### src/hdl/cmpd_pkg.sv
// Constants and types for the comparator digital control block.
// Assumes an 8-bit register port and analog front ends outside this logic.
// Notes on behaviour
// [RULE1] Enable bit set runs the comparator; cleared, it draws minimum current.
// [RULE2] Result readable in control register A and in the mirror register.
// [RULE3] Software routes result to a pin and clears that pin's direction bit.
// [RULE4] Internal result latched every cycle; pin output is not latched.
// [RULE5] Invert clear: result 1 when positive input higher; invert set: complement.
// [RULE6] Hysteresis bit adds separation voltage at inputs; clearing removes it.
// [RULE7] Result offered as a gate source for the gated timer.
// [RULE8] Sync bit latches result on gated timer source clock falling edge.
// [RULE9] Software should enable sync when the result gates the timer.
// [RULE10] Enabled rising or falling result edge sets the interrupt flag.
// [RULE11] Software sets enable, interrupt enables and edge enables to get interrupts.
// [RULE12] Flag cleared only by software; an edge during the clear keeps it set.
// [RULE13] Edges from toggling invert or enable raise interrupts even when disabled.
// [RULE14] Three-bit positive select picks pin, converter, fixed reference or ground.
// [RULE15] Enable at 0 disconnects every comparator input regardless of selects.
// [RULE16] One comparator on the small variant, two independent on the large.
// [RULE17] Three-bit negative select picks pin, fixed reference or analog ground.
// [RULE18] Interrupt wakes from sleep; synced results freeze in sleep on core clock.
// [RULE19] Result bit read-only, resets to 0, reads 1 inverted when positive lower.
// [RULE20] Edges compare the adjusted result with the previous cycle's value.
package cmpd_pkg;
  localparam int          CMPD_MAX      = 2;
  localparam int          CMPD_AW       = 4;
  localparam int          CMPD_DW       = 8;
  // Register offsets
  localparam logic [3:0]  OFS_CTRL_A0   = 4'h0;
  localparam logic [3:0]  OFS_CTRL_B0   = 4'h1;
  localparam logic [3:0]  OFS_CTRL_A1   = 4'h2;
  localparam logic [3:0]  OFS_CTRL_B1   = 4'h3;
  localparam logic [3:0]  OFS_MIRROR    = 4'h4;
  localparam logic [3:0]  OFS_IRQ_FLAG  = 4'h5;
  localparam logic [3:0]  OFS_IRQ_EN    = 4'h6;
  // Control register A fields
  localparam int          BIT_ENABLE    = 7;
  localparam int          BIT_RESULT    = 6;
  localparam int          BIT_INVERT    = 4;
  localparam int          BIT_SPEED     = 2;
  localparam int          BIT_HYST      = 1;
  localparam int          BIT_SYNC      = 0;
  // Control register B fields
  localparam int          BIT_RISE_IE   = 7;
  localparam int          BIT_FALL_IE   = 6;
  localparam int          POS_SEL_LSB   = 3;
  localparam int          NEG_SEL_LSB   = 0;
  // Reset values
  localparam logic [7:0]  RST_CTRL_A    = 8'h04;
  localparam logic [7:0]  RST_CTRL_B    = 8'h00;
  localparam logic [7:0]  RST_IRQ       = 8'h00;
  // Input select codes
  localparam logic [2:0]  POS_PIN       = 3'h0;
  localparam logic [2:0]  POS_DAC       = 3'h1;
  localparam logic [2:0]  POS_FIXREF    = 3'h2;
  localparam logic [2:0]  POS_GROUND    = 3'h3;
  localparam logic [2:0]  NEG_PIN       = 3'h0;
  localparam logic [2:0]  NEG_FIXREF    = 3'h1;
  localparam logic [2:0]  NEG_GROUND    = 3'h2;

  typedef struct packed {
    logic       inputs_on;
    logic       enable;
    logic       hysteresis;
    logic       speed_power;
    logic [2:0] pos_sel;
    logic [2:0] neg_sel;
  } cmpd_analog_t;

  typedef struct packed {
    logic [CMPD_AW-1:0] addr;
    logic [CMPD_DW-1:0] wdata;
    logic               wr;
    logic               rd;
  } cmpd_bus_t;
endpackage

### src/hdl/cmpd_top.sv
// Digital control, result capture and edge flagging for one or two comparators.
// Assumes analog comparator outputs and the timer source clock arrive unsynchronised.
`timescale 1ns/1ns
`default_nettype none
module cmpd_top
  import cmpd_pkg::*;
#(
  parameter int NUM_CMP = 2
)(
  input  wire logic                 clk,
  input  wire logic                 rstn,
  input  wire cmpd_bus_t            bus,
  output logic [CMPD_DW-1:0]        rdata,
  input  wire logic [NUM_CMP-1:0]   analog_raw,
  input  wire logic                 timer_src_clk,
  input  wire logic                 timer_src_core,
  input  wire logic                 sleep_mode,
  output cmpd_analog_t [NUM_CMP-1:0] analog_ctrl,
  output logic [NUM_CMP-1:0]        gate_source,
  output logic [NUM_CMP-1:0]        pin_result,
  output logic                      irq_request,
  output logic                      wake_request
);

  function automatic logic [CMPD_DW-1:0] ctrl_a_of(input logic [3:0] a);
    ctrl_a_of = 8'h00;
    if (a == OFS_CTRL_A0)
      ctrl_a_of = 8'h01;
    else if (a == OFS_CTRL_A1)
      ctrl_a_of = 8'h02;
  endfunction

  function automatic logic [CMPD_DW-1:0] ctrl_b_of(input logic [3:0] a);
    ctrl_b_of = 8'h00;
    if (a == OFS_CTRL_B0)
      ctrl_b_of = 8'h01;
    else if (a == OFS_CTRL_B1)
      ctrl_b_of = 8'h02;
  endfunction

  logic [7:0]         ctrl_a_reg [NUM_CMP];
  logic [7:0]         ctrl_b_reg [NUM_CMP];
  logic [NUM_CMP-1:0] flag_reg;
  logic [NUM_CMP-1:0] irq_en_reg;
  logic [NUM_CMP-1:0] raw_meta_reg;
  logic [NUM_CMP-1:0] raw_sync_reg;
  logic [NUM_CMP-1:0] sync_hold_reg;
  logic [NUM_CMP-1:0] result_reg;
  logic [NUM_CMP-1:0] prev_reg;
  logic [NUM_CMP-1:0] adjusted;
  logic [NUM_CMP-1:0] selected;
  logic [NUM_CMP-1:0] rise_evt;
  logic [NUM_CMP-1:0] fall_evt;
  logic [NUM_CMP-1:0] result_next;
  logic [2:0]         tclk_reg;
  logic               tclk_fall;
  logic               freeze;
  logic [7:0]         rdata_next;

  // Timer clock sampled, not used as a clock: one domain keeps the crossing simple
  always_ff @(posedge clk or negedge rstn)
  begin
    if (!rstn)
      tclk_reg <= 3'h0;
    else
      tclk_reg <= {tclk_reg[1:0], timer_src_clk};
  end

  assign tclk_fall = tclk_reg[2] & ~tclk_reg[1];
  // Core-clocked timer stops in sleep, so synced results stand still
  assign freeze    = sleep_mode & timer_src_core; // [RULE18]

  always_ff @(posedge clk or negedge rstn)
  begin
    if (!rstn)
    begin
      raw_meta_reg <= '0;
      raw_sync_reg <= '0;
    end
    else
    begin
      raw_meta_reg <= analog_raw;
      raw_sync_reg <= raw_meta_reg;
    end
  end

  genvar i;
  generate
    for (i = 0; i < NUM_CMP; i++)
    begin : g_cmp // [RULE16]
      logic               wr_a;
      logic               wr_b;
      logic [CMPD_DW-1:0] hit_a;
      logic [CMPD_DW-1:0] hit_b;
      // A function result cannot be indexed directly, so decode into a net first
      assign hit_a = ctrl_a_of(bus.addr);
      assign hit_b = ctrl_b_of(bus.addr);
      assign wr_a  = bus.wr & hit_a[i];
      assign wr_b  = bus.wr & hit_b[i];

      // Result bit is not writable
      always_ff @(posedge clk or negedge rstn)
      begin
        if (!rstn)
          ctrl_a_reg[i] <= RST_CTRL_A;
        else if (wr_a)
          ctrl_a_reg[i] <= bus.wdata & 8'h97; // [RULE19]
      end

      always_ff @(posedge clk or negedge rstn)
      begin
        if (!rstn)
          ctrl_b_reg[i] <= RST_CTRL_B;
        else if (wr_b)
          ctrl_b_reg[i] <= bus.wdata;
      end

      // Disabled comparator reads low before inversion, so on/off makes an edge when the comparator output is high
      assign adjusted[i] = (raw_sync_reg[i] & ctrl_a_reg[i][BIT_ENABLE])
                           ^ ctrl_a_reg[i][BIT_INVERT]; // [RULE5] [RULE13]

      always_ff @(posedge clk or negedge rstn)
      begin
        if (!rstn)
          sync_hold_reg[i] <= 1'b0;
        else if (tclk_fall & ~freeze)
          sync_hold_reg[i] <= adjusted[i]; // [RULE8] [RULE18]
      end

      assign selected[i] = ctrl_a_reg[i][BIT_SYNC] ? sync_hold_reg[i] : adjusted[i];

      always_ff @(posedge clk or negedge rstn)
      begin
        if (!rstn)
          result_reg[i] <= 1'b0; // [RULE19]
        else
          result_reg[i] <= selected[i]; // [RULE4]
      end

      always_ff @(posedge clk or negedge rstn)
      begin
        if (!rstn)
          prev_reg[i] <= 1'b0;
        else
          prev_reg[i] <= result_reg[i]; // [RULE20]
      end

      assign rise_evt[i] = result_reg[i] & ~prev_reg[i]
                           & ctrl_b_reg[i][BIT_RISE_IE]; // [RULE10]
      assign fall_evt[i] = ~result_reg[i] & prev_reg[i]
                           & ctrl_b_reg[i][BIT_FALL_IE]; // [RULE10]

      // Set wins over a simultaneous software clear
      always_ff @(posedge clk or negedge rstn)
      begin
        if (!rstn)
          flag_reg[i] <= 1'b0;
        else if (rise_evt[i] | fall_evt[i])
          flag_reg[i] <= 1'b1; // [RULE10] [RULE12]
        else if (bus.wr && bus.addr == OFS_IRQ_FLAG && !bus.wdata[i])
          flag_reg[i] <= 1'b0; // [RULE12]
      end

      always_ff @(posedge clk or negedge rstn)
      begin
        if (!rstn)
          irq_en_reg[i] <= 1'b0;
        else if (bus.wr && bus.addr == OFS_IRQ_EN)
          irq_en_reg[i] <= bus.wdata[i];
      end

      // Inputs disconnected whenever the comparator is off
      always_ff @(posedge clk or negedge rstn)
      begin
        if (!rstn)
          analog_ctrl[i] <= '0;
        else
        begin
          analog_ctrl[i].enable      <= ctrl_a_reg[i][BIT_ENABLE]; // [RULE1]
          analog_ctrl[i].inputs_on   <= ctrl_a_reg[i][BIT_ENABLE]; // [RULE15]
          analog_ctrl[i].hysteresis  <= ctrl_a_reg[i][BIT_HYST]; // [RULE6]
          analog_ctrl[i].speed_power <= ctrl_a_reg[i][BIT_SPEED];
          analog_ctrl[i].pos_sel     <= ctrl_a_reg[i][BIT_ENABLE]
            ? ctrl_b_reg[i][POS_SEL_LSB +: 3] : POS_GROUND; // [RULE14] [RULE15]
          analog_ctrl[i].neg_sel     <= ctrl_a_reg[i][BIT_ENABLE]
            ? ctrl_b_reg[i][NEG_SEL_LSB +: 3] : NEG_GROUND; // [RULE17] [RULE15]
        end
      end

      // Pin path skips the cycle latch
      assign pin_result[i]  = selected[i]; // [RULE4]
      assign gate_source[i] = result_reg[i]; // [RULE7]
    end
  endgenerate

  assign result_next = result_reg;
  assign irq_request  = |(flag_reg & irq_en_reg);
  assign wake_request = |(flag_reg & irq_en_reg); // [RULE18]

  // Read mux; unmapped addresses and absent comparator read zero
  always_comb
  begin
    rdata_next = 8'h00;
    case (bus.addr)
      OFS_CTRL_A0:
        rdata_next = (ctrl_a_reg[0] & 8'h97) | ({7'h00, result_reg[0]} << BIT_RESULT); // [RULE2]
      OFS_CTRL_B0:
        rdata_next = ctrl_b_reg[0];
      OFS_CTRL_A1:
        if (NUM_CMP > 1)
          rdata_next = (ctrl_a_reg[NUM_CMP-1] & 8'h97)
                       | ({7'h00, result_next[NUM_CMP-1]} << BIT_RESULT);
      OFS_CTRL_B1:
        if (NUM_CMP > 1)
          rdata_next = ctrl_b_reg[NUM_CMP-1];
      OFS_MIRROR:
        rdata_next = 8'(result_reg); // [RULE2]
      OFS_IRQ_FLAG:
        rdata_next = 8'(flag_reg);
      OFS_IRQ_EN:
        rdata_next = 8'(irq_en_reg);
      default:
        rdata_next = 8'h00;
    endcase
  end

  always_ff @(posedge clk or negedge rstn)
  begin
    if (!rstn)
      rdata <= 8'h00;
    else if (bus.rd)
      rdata <= rdata_next;
    else
      rdata <= 8'h00;
  end

endmodule // cmpd_top
`default_nettype wire

### config.mk
export PLATFORM = sky130hd
export DESIGN_NAME = cmpd_top
export DESIGN_NICKNAME = d
export VERILOG_FILES = /design/src/hdl/cmpd_pkg.sv /design/src/hdl/cmpd_top.sv
export SDC_FILE = /design/constraint.sdc
export NUM_CORES = 1
export LEC_CHECK = 0
export ABC_AREA = 1
export BUFFER_PORTS_ARGS = -buffer_cell sky130_fd_sc_hd__buf_2
export CAP_MARGIN = 20
export CORE_UTILIZATION = 54
export DETAILED_ROUTE_END_ITERATION = 8
export PLACE_DENSITY = 0.78
export SYNTH_ARGS = -nofsm -noshare
export SYNTH_HDL_FRONTEND = slang
export SYNTH_SLANG_ARGS = --single-unit
### constraint.sdc
create_clock -name clk -period 1.2 [get_ports clk]
set_input_delay 0.06 -clock clk [delete_from_list [all_inputs] [get_ports clk]]
set_output_delay 0.06 -clock clk [all_outputs]
set_load 0.02 [all_outputs]
==> results_dict.tcl, run 1 <==
set metrics [dict create \
    remaining_drc_errors 0 \
    reg2reg_to "rdata[7]" \
    grt_pass1_wl_um 9867 \
    ys_types 27 \
    synth_enable_flop_cells 0 \
    vdd_ir_drop_max_mv 1.133 \
    netlist_instances 284 \
    setup.worst_path.class "reg -> out" \
    vias_per_cell 4.927 \
    num_rows 25 \
    rsz0062_at_grt "yes" \
    synth_area_leader_cell "dfrtp_1" \
    synthFlopType "dfrtp_1" \
    first_iter_violations 227 \
    max_slew.worst_pin.slew_ns 0.3554 \
    skew_ns 0.009860 \
    cts_buffers 9 \
    overflow 0 \
    relSlewSlack_pct 76.31 \
    cts_root_buf "clkbuf_8" \
    area_delta_synth_final_pct 26.59 \
    final_cell_area_um2 3521 \
    diodes 0 \
    htree_levels 3 \
    cp_common_cell "inv_2" \
    largest_register_ffs 18 \
    cts_tree "yes" \
    status "finished with violations" \
    power_density_nw_per_um2 1768 \
    cts.path.max_buffers 2 \
    start_kind "flop" \
    timing.critical_path.cells "inv_2, xor2_2, inv_2, o21ai_2, buf_6" \
    place_area_um2 3184 \
    numPortBuffers 54 \
    hp-start "bus[8]" \
    die_h_um 73.77 \
    final.period_utilization_pct 116.6 \
    wirelength_um 5905 \
    hold_violations 0 \
    layout.cells.non_filler 436 \
    grt_antenna_before_repair 0 \
    synth_warnings 0 \
    synthArstFlopShare_pct 100.0 \
    ys_seq_area_share_pct 62.17 \
    io_pins 55 \
    postSynthAreaPerCell_um2 9.794 \
    initial_core_util_pct 57.37 \
    synth.most_common_cell "nand2_1" \
    cp.required_ns 1.14 \
    worstHoldPathCells 3 \
    drt-pass1-iter-count 4 \
    r2r-start "ctrl_a_reg[7]" \
    r2r_slack_ns 0.05 \
    wl_per_cell_um 13.54 \
    fin_setup_tns_ns -0.3729 \
    ys_seq_elements 69 \
    min_period_ns 1.399 \
    critPathMaxFanout 2 \
    netlist_top_cells_count "nand2_1, dfrtp_1, inv_1" \
    slew_violations 0 \
    gp_congestion 0.9078 \
    place_inst 409 \
    worstSetupEndpointType "output port" \
    ys_top_cells_by_area "dfrtp_1, nand2_1, o21ai_2" \
    reg2reg_depth 6 \
    num_vias 2148 \
    utilization_pct 72.62 \
    max_stage_delay_ns 0.40 \
    setup_ws_ns -0.1990 \
    place.detailed.hpwl_um 4033 \
    finalNetCount 385 \
    violations "negative setup slack" \
    p_leak_nw 1.850 \
    max_freq_mhz 714.8 \
    syn-cell-area_um2 2781 \
    grt_pass1_vias 2141 \
    grt_max_degree 70 \
    hp-class "in -> reg" \
    clock-sinks 69 \
    min_to "ctrl_b_reg[6]" \
    cp.arrival_ns 1.34 \
    drive_gt1_share_pct 33.88 \
    drv_cap 0 \
    clk_pin_slew_ns 0.08 \
    clock_latency_ns 0.35 \
    synth_top_area_share_pct 60.28 \
    syn_nets 305 \
    die_x_um 73.77 \
    drtAntennaViolNets 0 \
    cpMaxStageDelayCell "dfrtp_1" \
    die_area_um2 5442 \
    track_usage_pct 25.45 \
    finalSetupViolations 2 \
    core_area_um2 4848 \
]
==> power by group <==
| part | switching (mW) | internal [mW] | total (mW) | leakage, nW |
|---|---|---|---|---|
| Clock | 0.880 | 0.861 | 1.74 | 0.0917 |
| Sequential | 0.281 | 2.75 | 3.03 | 0.855 |
| Combinational | 0.875 | 0.579 | 1.45 | 0.903 |
==> worst max-delay path by stage <==
stage | startpoint | end | slack, ns
floorplan | ctrl_a_reg[15] | gate_source[0] | 0.03
global placement | bus[13] | ctrl_b_reg[0] | 0.07
detailed placement | bus[13] | ctrl_b_reg[1] | 0.02
CTS | ctrl_a_reg[12] | pin_result[0] | -0.24
global route | ctrl_a_reg[15] | pin_result[0] | -0.25
finish | ctrl_a_reg[12] | pin_result[0] | -0.20
==> repair_timing <==
item | CTS | global route
gates resized for setup | 7 | 9
endpoints found under the hold margin | 75 | 0
pin swaps | 0 | 1
hold buffers | 8 | 0
setup endpoints to repair | 4 | 4
setup buffers | 2 | 1
==> cell type report <==
cell class / count / area (um^2)
inverter: 38 / 143.9
clock inverter: 5 / 33.78
sequential: 69 / 1729
multi-input combinational: 169 / 878.3
timing repair buffer: 77 / 500.5
tap: 67 / 83.83
clock buffer: 11 / 151.4
fill: 338 / 1328
==> per-layer routing <==
layer	up-vias	track usage [%]	part of all wire, %
met5	-	0	0
met4	0	14.96	2.8
met3	16	5.761	5.1
met2	72	41.90	49
met1	1005	30.60	44
li1	1055	-	-
==> placed cells by master (no fill, tap or decap) <==
master,count
a21oi_1,4
a31oi_1,2
buf_12,1
buf_2,50
buf_4,14
buf_6,4
clkbuf_8,11
clkinv_2,3
clkinvlp_4,2
dfrtp_1,67
dfstp_2,2
dlygate4sd3_1,8
inv_1,32
inv_2,5
inv_6,1
nand2_1,72
nand2_2,2
nand2_4,2
nand3_1,17
nand3_2,2
nand3b_1,1
nor2_1,18
nor2_2,3
nor2_4,2
nor3_1,2
o21ai_0,20
o21ai_2,18
o22ai_4,1
or2_2,1
xnor2_1,1
xor2_2,1
==> critical path, delay by kind of cell, from the launching register on <==
family | cells | cell delay, ns
AO/OA/AOI/OAI | 1 | 0.14
XOR/XNOR | 1 | 0.16
flip-flops | 1 | 0.40
buffers and inverters | 3 | 0.29
==> logic make-up after synthesis <==
group | share of synthesized area, %
flops | 62.17
xor+xnor | 0.6299
compound gates | 10.39
simple gates | 19.43
buf+inv | 7.377
==> per-stage QoR <==
| step | power [mW] | worst slack [ns] | hold slack, ns |
|---|---|---|---|
| detailed placement | 4.319 | 0.01645 | 0.1054 |
| global route | 6.543 | -0.2533 | 0.02185 |
| finish | 6.226 | -0.1990 | 0.01076 |
| floorplan | 3.830 | 0.02711 | -0.2356 |
| CTS | 6.146 | -0.2407 | 0.001235 |
| global placement | 4.277 | 0.06913 | 0.1041 |
(Power assumes the default switching activity.)
==> run 2, diff against run 1 <==
ABC_AREA = unset   (was 1)
==> run 2 against run 1 <==
  * The run still ends with negative setup slack left
  * Routed wire length is 9.4% lower
  * Sequential power is 3% higher
  * Non-clock buffer count is 10 higher
  * Worst setup slack worse by 0.039 ns
  * Register-to-register slack worse by 0.25 ns
  * Critical endpoint is now pin_result[1]
==> results_dict.tcl, run 2 <==
set metrics [dict create \
    relSlewSlack_pct 70.34 \
    clock_latency_ns 0.33 \
    post-place-ws_ns -0.09795 \
    pwr-share-clk_pct 27.9 \
    synthArstFlopShare_pct 100.0 \
    cp.required_ns 1.14 \
    max_freq_mhz 695.3 \
    cts_buffers 9 \
    first_iter_violations 80 \
    num_vias 1780 \
    grt_pass1_vias 1776 \
    power_density_nw_per_um2 1905 \
    clock-sinks 69 \
    synth_warnings 0 \
    layout_common_cells "dfrtp_1, buf_2, mux2_2, buf_4, clkbuf_8" \
    diodes 0 \
    die_x_um 73.67 \
    netlist_top_cells_count "dfrtp_1, mux2_2, nand3b_1" \
    setup_ws_ns -0.2383 \
    gp_congestion 0.8617 \
    ys_seq_elements 69 \
    numPortBuffers 54 \
    clk_pin_slew_ns 0.07 \
    p_seq_share_pct 45.3 \
    drv_cap 0 \
    syn-cell-area_um2 2774 \
    core_area_um2 4817 \
    grt_pass1_wl_um 8300 \
    vias_per_cell 5.174 \
    drt-pass1-iter-count 4 \
    max_slew.worst_pin.slew_ns 0.4440 \
    internal_power_mw 4.898 \
    violations "negative setup slack" \
    comb_power_share_pct 26.8 \
    p_leak_nw 1.706 \
    final_common_cell "dfrtp_1" \
    htree_levels 3 \
    reg2reg_depth 4 \
    cts_tree "yes" \
    wirelength_um 5350 \
    worstSetupStartpoint "ctrl_a_reg[7]" \
    min_period_ns 1.438 \
    syn_nets 206 \
    final.period_utilization_pct 119.9 \
    r2r-start "ctrl_a_reg[7]" \
    vdd_ir_drop_max_mv 1.381 \
    grt_antenna_before_repair 0 \
    skew_ns 0.005508 \
    synth_enable_flop_cells 0 \
    synth_area_leader_cell "dfrtp_1" \
    wl_per_cell_um 15.55 \
    synthFlopType "dfrtp_1" \
    r2r_slack_ns -0.20 \
    cpMaxStageDelayCell "dfrtp_1" \
    fillers 348 \
    postSynthAreaPerCell_um2 14.99 \
    timing.critical_path.cells "nand2_2, xnor2_2, mux2_4, buf_6" \
    io_pins 55 \
    ys_top_cells_by_area "dfrtp_1, mux2_2, mux4_2" \
    remaining_drc_errors 0 \
    finalSetupViolations 5 \
    p_sw_share_pct 28.63 \
    cts_root_buf "clkbuf_8" \
    ys_types 31 \
    hp-start "bus[6]" \
    die_area_um2 5427 \
    place_area_um2 3192 \
    max_stage_delay_ns 0.38 \
    grt_max_degree 39 \
    track_usage_pct 21.78 \
    synth_top_area_share_pct 60.44 \
    hold_violations 0 \
    switchingPower_mw 1.965 \
    slew_violations 0 \
    drtAntennaViolNets 0 \
    initial_core_util_pct 57.58 \
    finalNetCount 293 \
    place_inst 315 \
    drive_gt1_share_pct 54.87 \
    setup.worst_path.class "reg -> out" \
    critPathMaxFanout 2 \
    area_delta_synth_final_pct 29.86 \
    worstHoldPathCells 2 \
    cp.arrival_ns 1.38 \
    layout.cells.non_filler 344 \
    die_h_um 73.67 \
    place.detailed.hpwl_um 3683 \
    netlist_instances 185 \
    largest_register_ffs 18 \
    rsz0062_at_grt "yes" \
    num_rows 25 \
    cts.path.max_buffers 2 \
    ys_seq_area_share_pct 62.34 \
    fin_setup_tns_ns -0.6522 \
    overflow 0 \
    hp-class "in -> reg" \
    synth.most_common_cell "dfrtp_1" \
    status "finished with violations" \
    start_kind "flop" \
    final_cell_area_um2 3602 \
    worstSetupEndpointType "output port" \
]
-- run 2: cell count changes after synthesis, sizes merged, moves of 5 or more --
cell    delta
mux2      +34
nor2      -19
o21ai     -36
and3       +5
nand2     -73
nand3     -15
inv       -36
nand2b     +8
and2       +6
nand3b    +10
-- run 2: power by group through the flow --
stage	logic, mW	clock network (mW)	registers, mW
floorplan	0.771	0	3.34
finish	1.84	1.92	3.11
global placement	1.56	0	3.13
CTS	1.80	1.96	3.11
global route	1.97	2.04	3.17
detailed placement	1.59	0	3.15
-- run 2: cell families (layout without fill, tap and decap cells) --
group	count (synthesis)	after routing	synth area share (%)
DFF	69	69	62.34
and+or+nand+nor	50	50	12.36
muxes	40	40	17.77
AOI/OAI and AO/OA	12	12	3.112
buffers and inverters	12	104	3.789
xor gates and xnor gates	2	2	0.6316
-- run 2: worst paths after layout --
| kind | endpoint |
|---|---|
| max | pin_result[1] |
| min | ctrl_a_reg[4] |
| max reg2reg | rdata[7] |
| min reg2reg | raw_sync_reg[1] |
| max in group asynchronous | analog_ctrl[7] |
| min in group asynchronous | analog_ctrl[18] |
-- run 2: final cells by class --
type | instances | area [um^2] | share of cell area [%]
Clock inverter | 4 | 45.04 | 1.250
Clock buffer | 12 | 165.2 | 4.585
Inverter | 1 | 3.754 | 0.1042
Multi-Input combinational cell | 104 | 997.2 | 27.68
Timing Repair Buffer | 87 | 575.6 | 15.98
Sequential cell | 69 | 1732 | 48.07
Tap cell | 67 | 83.83 | 2.327
-- run 2: per-layer routing --
| layer | track usage [%] | part of all wire [%] |
|---|---|---|
| met4 | 13.03 | 2.1 |
| met5 | 0 | 0 |
| met1 | 27.61 | 44 |
| met3 | 3.704 | 4.1 |
| met2 | 35.27 | 50 |
-- run 2: metrics by stage --
step	util, %	power (mW)	hold slack, ns
6_report	74.78	6.863	0.01526
5_1_grt	74.78	7.175	0.01282
4_1_cts	73.95	6.867	0.0003174
3_5_place_dp	66.26	4.738	0.05162
3_3_place_gp	66.26	4.690	0.04938
2_1_floorplan	-	4.113	-0.2356
-- run 2: timing repair --
action                                  4_1_cts  5_1_grt
endpoints found under the setup margin        5       11
endpoints found under the hold margin        81        0
pin swaps                                     4        3
setup buffers                                 3        2
cloned                                        0        0
hold buffers                                  8        0
resized for setup                            15        5
-- run 2: worst max-delay path, delay by kind of cell (launching register included) --
kind	cells	cell delay, ns
XOR/XNOR	1	0.15
buffers and inverters	1	0.13
flip-flops	1	0.38
multiplexers	1	0.30
AND/OR/NAND/NOR	1	0.08
==> run 3, diff against run 2 <==
CTS_BUF_LIST = sky130_fd_sc_hd__clkbuf_16   (was unset)
clock period = 1.6 ns   (was 1.2 ns; I/O delays follow)
==> run 3 against run 2 <==
  * The flow now finishes without violations
  * Sequential cell count unchanged
  * Power down 20%
  * Clock power up 7%
  * Critical path depth unchanged
  * Die area unchanged
  * Via count down 5.7%
  * Worst setup slack better by 0.38 ns
  * Sequential power down 24%
  * Largest power group unchanged
  * Final cell count down 7.3%
  * Utilization down 3.7 points
  * Sequential share of layout area up 2.4 points
  * Clock skew down 0.0016 ns
==> results_dict.tcl, run 3 (synthesis gave the netlist of run 2 again) <==
set metrics [dict create \
    min_period_ns 1.458 \
    die_x_um 73.67 \
    wirelength_um 4945 \
    io_pins 55 \
    wl_per_cell_um 15.50 \
    rsz0062_at_grt "no" \
    max_slew.worst_pin.slew_ns 0.4301 \
    grt_antenna_before_repair 0 \
    reg2reg_depth 3 \
    die_area_um2 5427 \
    clk_pin_slew_ns 0.06 \
    worstSetupStartpoint "ctrl_a_reg[7]" \
    hold_violations 0 \
    largest_register_ffs 18 \
    grt_pass1_wl_um 8024 \
    max_freq_mhz 685.7 \
    htree_levels 3 \
    cp-endpoint "pin_result[1]" \
    cp.required_ns 1.52 \
    die_h_um 73.67 \
    place.detailed.hpwl_um 3303 \
    multi_input_area_um2 939.7 \
    cts.path.max_buffers 2 \
    layout_common_cells "dfrtp_1, buf_2, mux2_2, nand3b_1, clkbuf_16" \
    r2r-start "ctrl_a_reg[15]" \
    cts_buffers 9 \
    num_rows 25 \
    cp.arrival_ns 1.38 \
    start_kind "flop" \
    relSlewSlack_pct 71.33 \
    clock_latency_ns 0.32 \
    status "finished, final reports clean" \
    finalNetCount 268 \
    top_usage_layer "met2" \
    utilization_pct 71.12 \
    met1_usage_pct 27.60 \
    reg2reg_to "rdata[7]" \
    drv_cap 0 \
    final.period_utilization_pct 91.14 \
    final_cell_area_um2 3426 \
    critPathMaxFanout 3 \
    hp-class "in -> reg" \
    final_common_cell "dfrtp_1" \
    track_usage_pct 21.40 \
    drtAntennaViolNets 0 \
    p_leak_nw 1.605 \
    fillers 350 \
    vdd_ir_drop_max_mv 0.9820 \
    r2r_slack_ns 0.25 \
    worstSetupEndpointType "output port" \
    met3_usage_pct 7.407 \
    power_density_nw_per_um2 1602 \
    drt-pass1-iter-count 4 \
    core_area_um2 4817 \
    slew_violations 0 \
    register_area_um2 1730 \
    setup.worst_path.class "reg -> out" \
    diodes 0 \
    numPortBuffers 54 \
    skew_ns 0.003921 \
    hp-start "bus[5]" \
    clock-sinks 69 \
    cts_tree "yes" \
    first_iter_violations 33 \
    fin_setup_tns_ns 0 \
    total_power_mw 5.490 \
    remaining_drc_errors 0 \
    gp_congestion 0.8424 \
    grt_max_degree 70 \
    gr-usage-met2_pct 32.62 \
    drive_gt1_share_pct 47.22 \
    overflow 0 \
    num_vias 1678 \
    cts_root_buf "clkbuf_16" \
    place_area_um2 3062 \
    vias_per_cell 5.260 \
    grt_pass1_vias 1639 \
    finalSetupViolations 0 \
    initial_core_util_pct 57.58 \
    area_delta_synth_final_pct 23.50 \
]
==> run 3: changes by cell type in the layout (fill, tap and decap cells not counted), sizes merged <==
cell | before | now
buf | 79 | 58
bufinv | 1 | 2
clkbuf | 12 | 9
clkinv | 3 | 4
dlygate4sd3 | 8 | 4
clkinvlp | 0 | 1
==> run 3: cell type report <==
type | instances | area share (%)
clock buffers | 9 | 6.574
clock inverters | 7 | 2.630
inverters | 1 | 0.1096
multi-input cells | 104 | 27.43
flip-flops and latches | 69 | 50.51
well taps | 67 | 2.447
repair buffers | 62 | 10.30
==> run 3: through the flow <==
| step | setup WS [ns] | hold slack [ns] | instances |
|---|---|---|---|
| final | 0.1417 | 0.008725 | 319 |
| after floorplan | 0.3732 | -0.2156 | 185 |
| after detailed placement | 0.2021 | 0.1241 | 298 |
| after global placement | 0.2577 | 0.1214 | 298 |
| after global routing | 0.06257 | 0.005419 | 319 |
| after CTS | 0.03521 | 0.0007827 | 318 |
==> run 3: worst min-delay path by stage <==
stage                                 to  slack, ns  depth (start not counted)
after floorplan           analog_ctrl[0]      -0.22                          0
after global placement    analog_ctrl[8]       0.12                          2
after detailed placement        rdata[3]       0.12                          2
after CTS                  ctrl_b_reg[3]     0.0008                          2
after global routing       ctrl_b_reg[3]      0.005                          2
final                      ctrl_b_reg[3]      0.009                          2
==> run 3: power by group <==
part / internal (mW) / switching [mW]
combinational: 0.511 / 0.562
sequential: 2.13 / 0.231
clock: 1.35 / 0.707
==> run 3: what timing repair did <==
action / 4_1_cts / 5_1_grt
hold endpoints to repair: 70 / 0
resized for setup: 1 / 0
hold buffers: 4 / 0
setup endpoints to repair: 1 / 1
setup buffers: 0 / 1
==> run 3: layer usage <==
layer | up-vias | part of all wire (%) | wire length (um)
li1 | 778 | - | -
met1 | 834 | 44 | 2159
met2 | 59 | 49 | 2431
met3 | 7 | 5.3 | 264
met4 | 0 | 1.8 | 89
met5 | - | 0 | 0
==> run 3: critical path: stages (launching register included) <==
cell and delay [ns]:
dfrtp_1 0.39, nand2_1 0.08, xnor2_1 0.14, mux2_2 0.28
buf_2 0.16
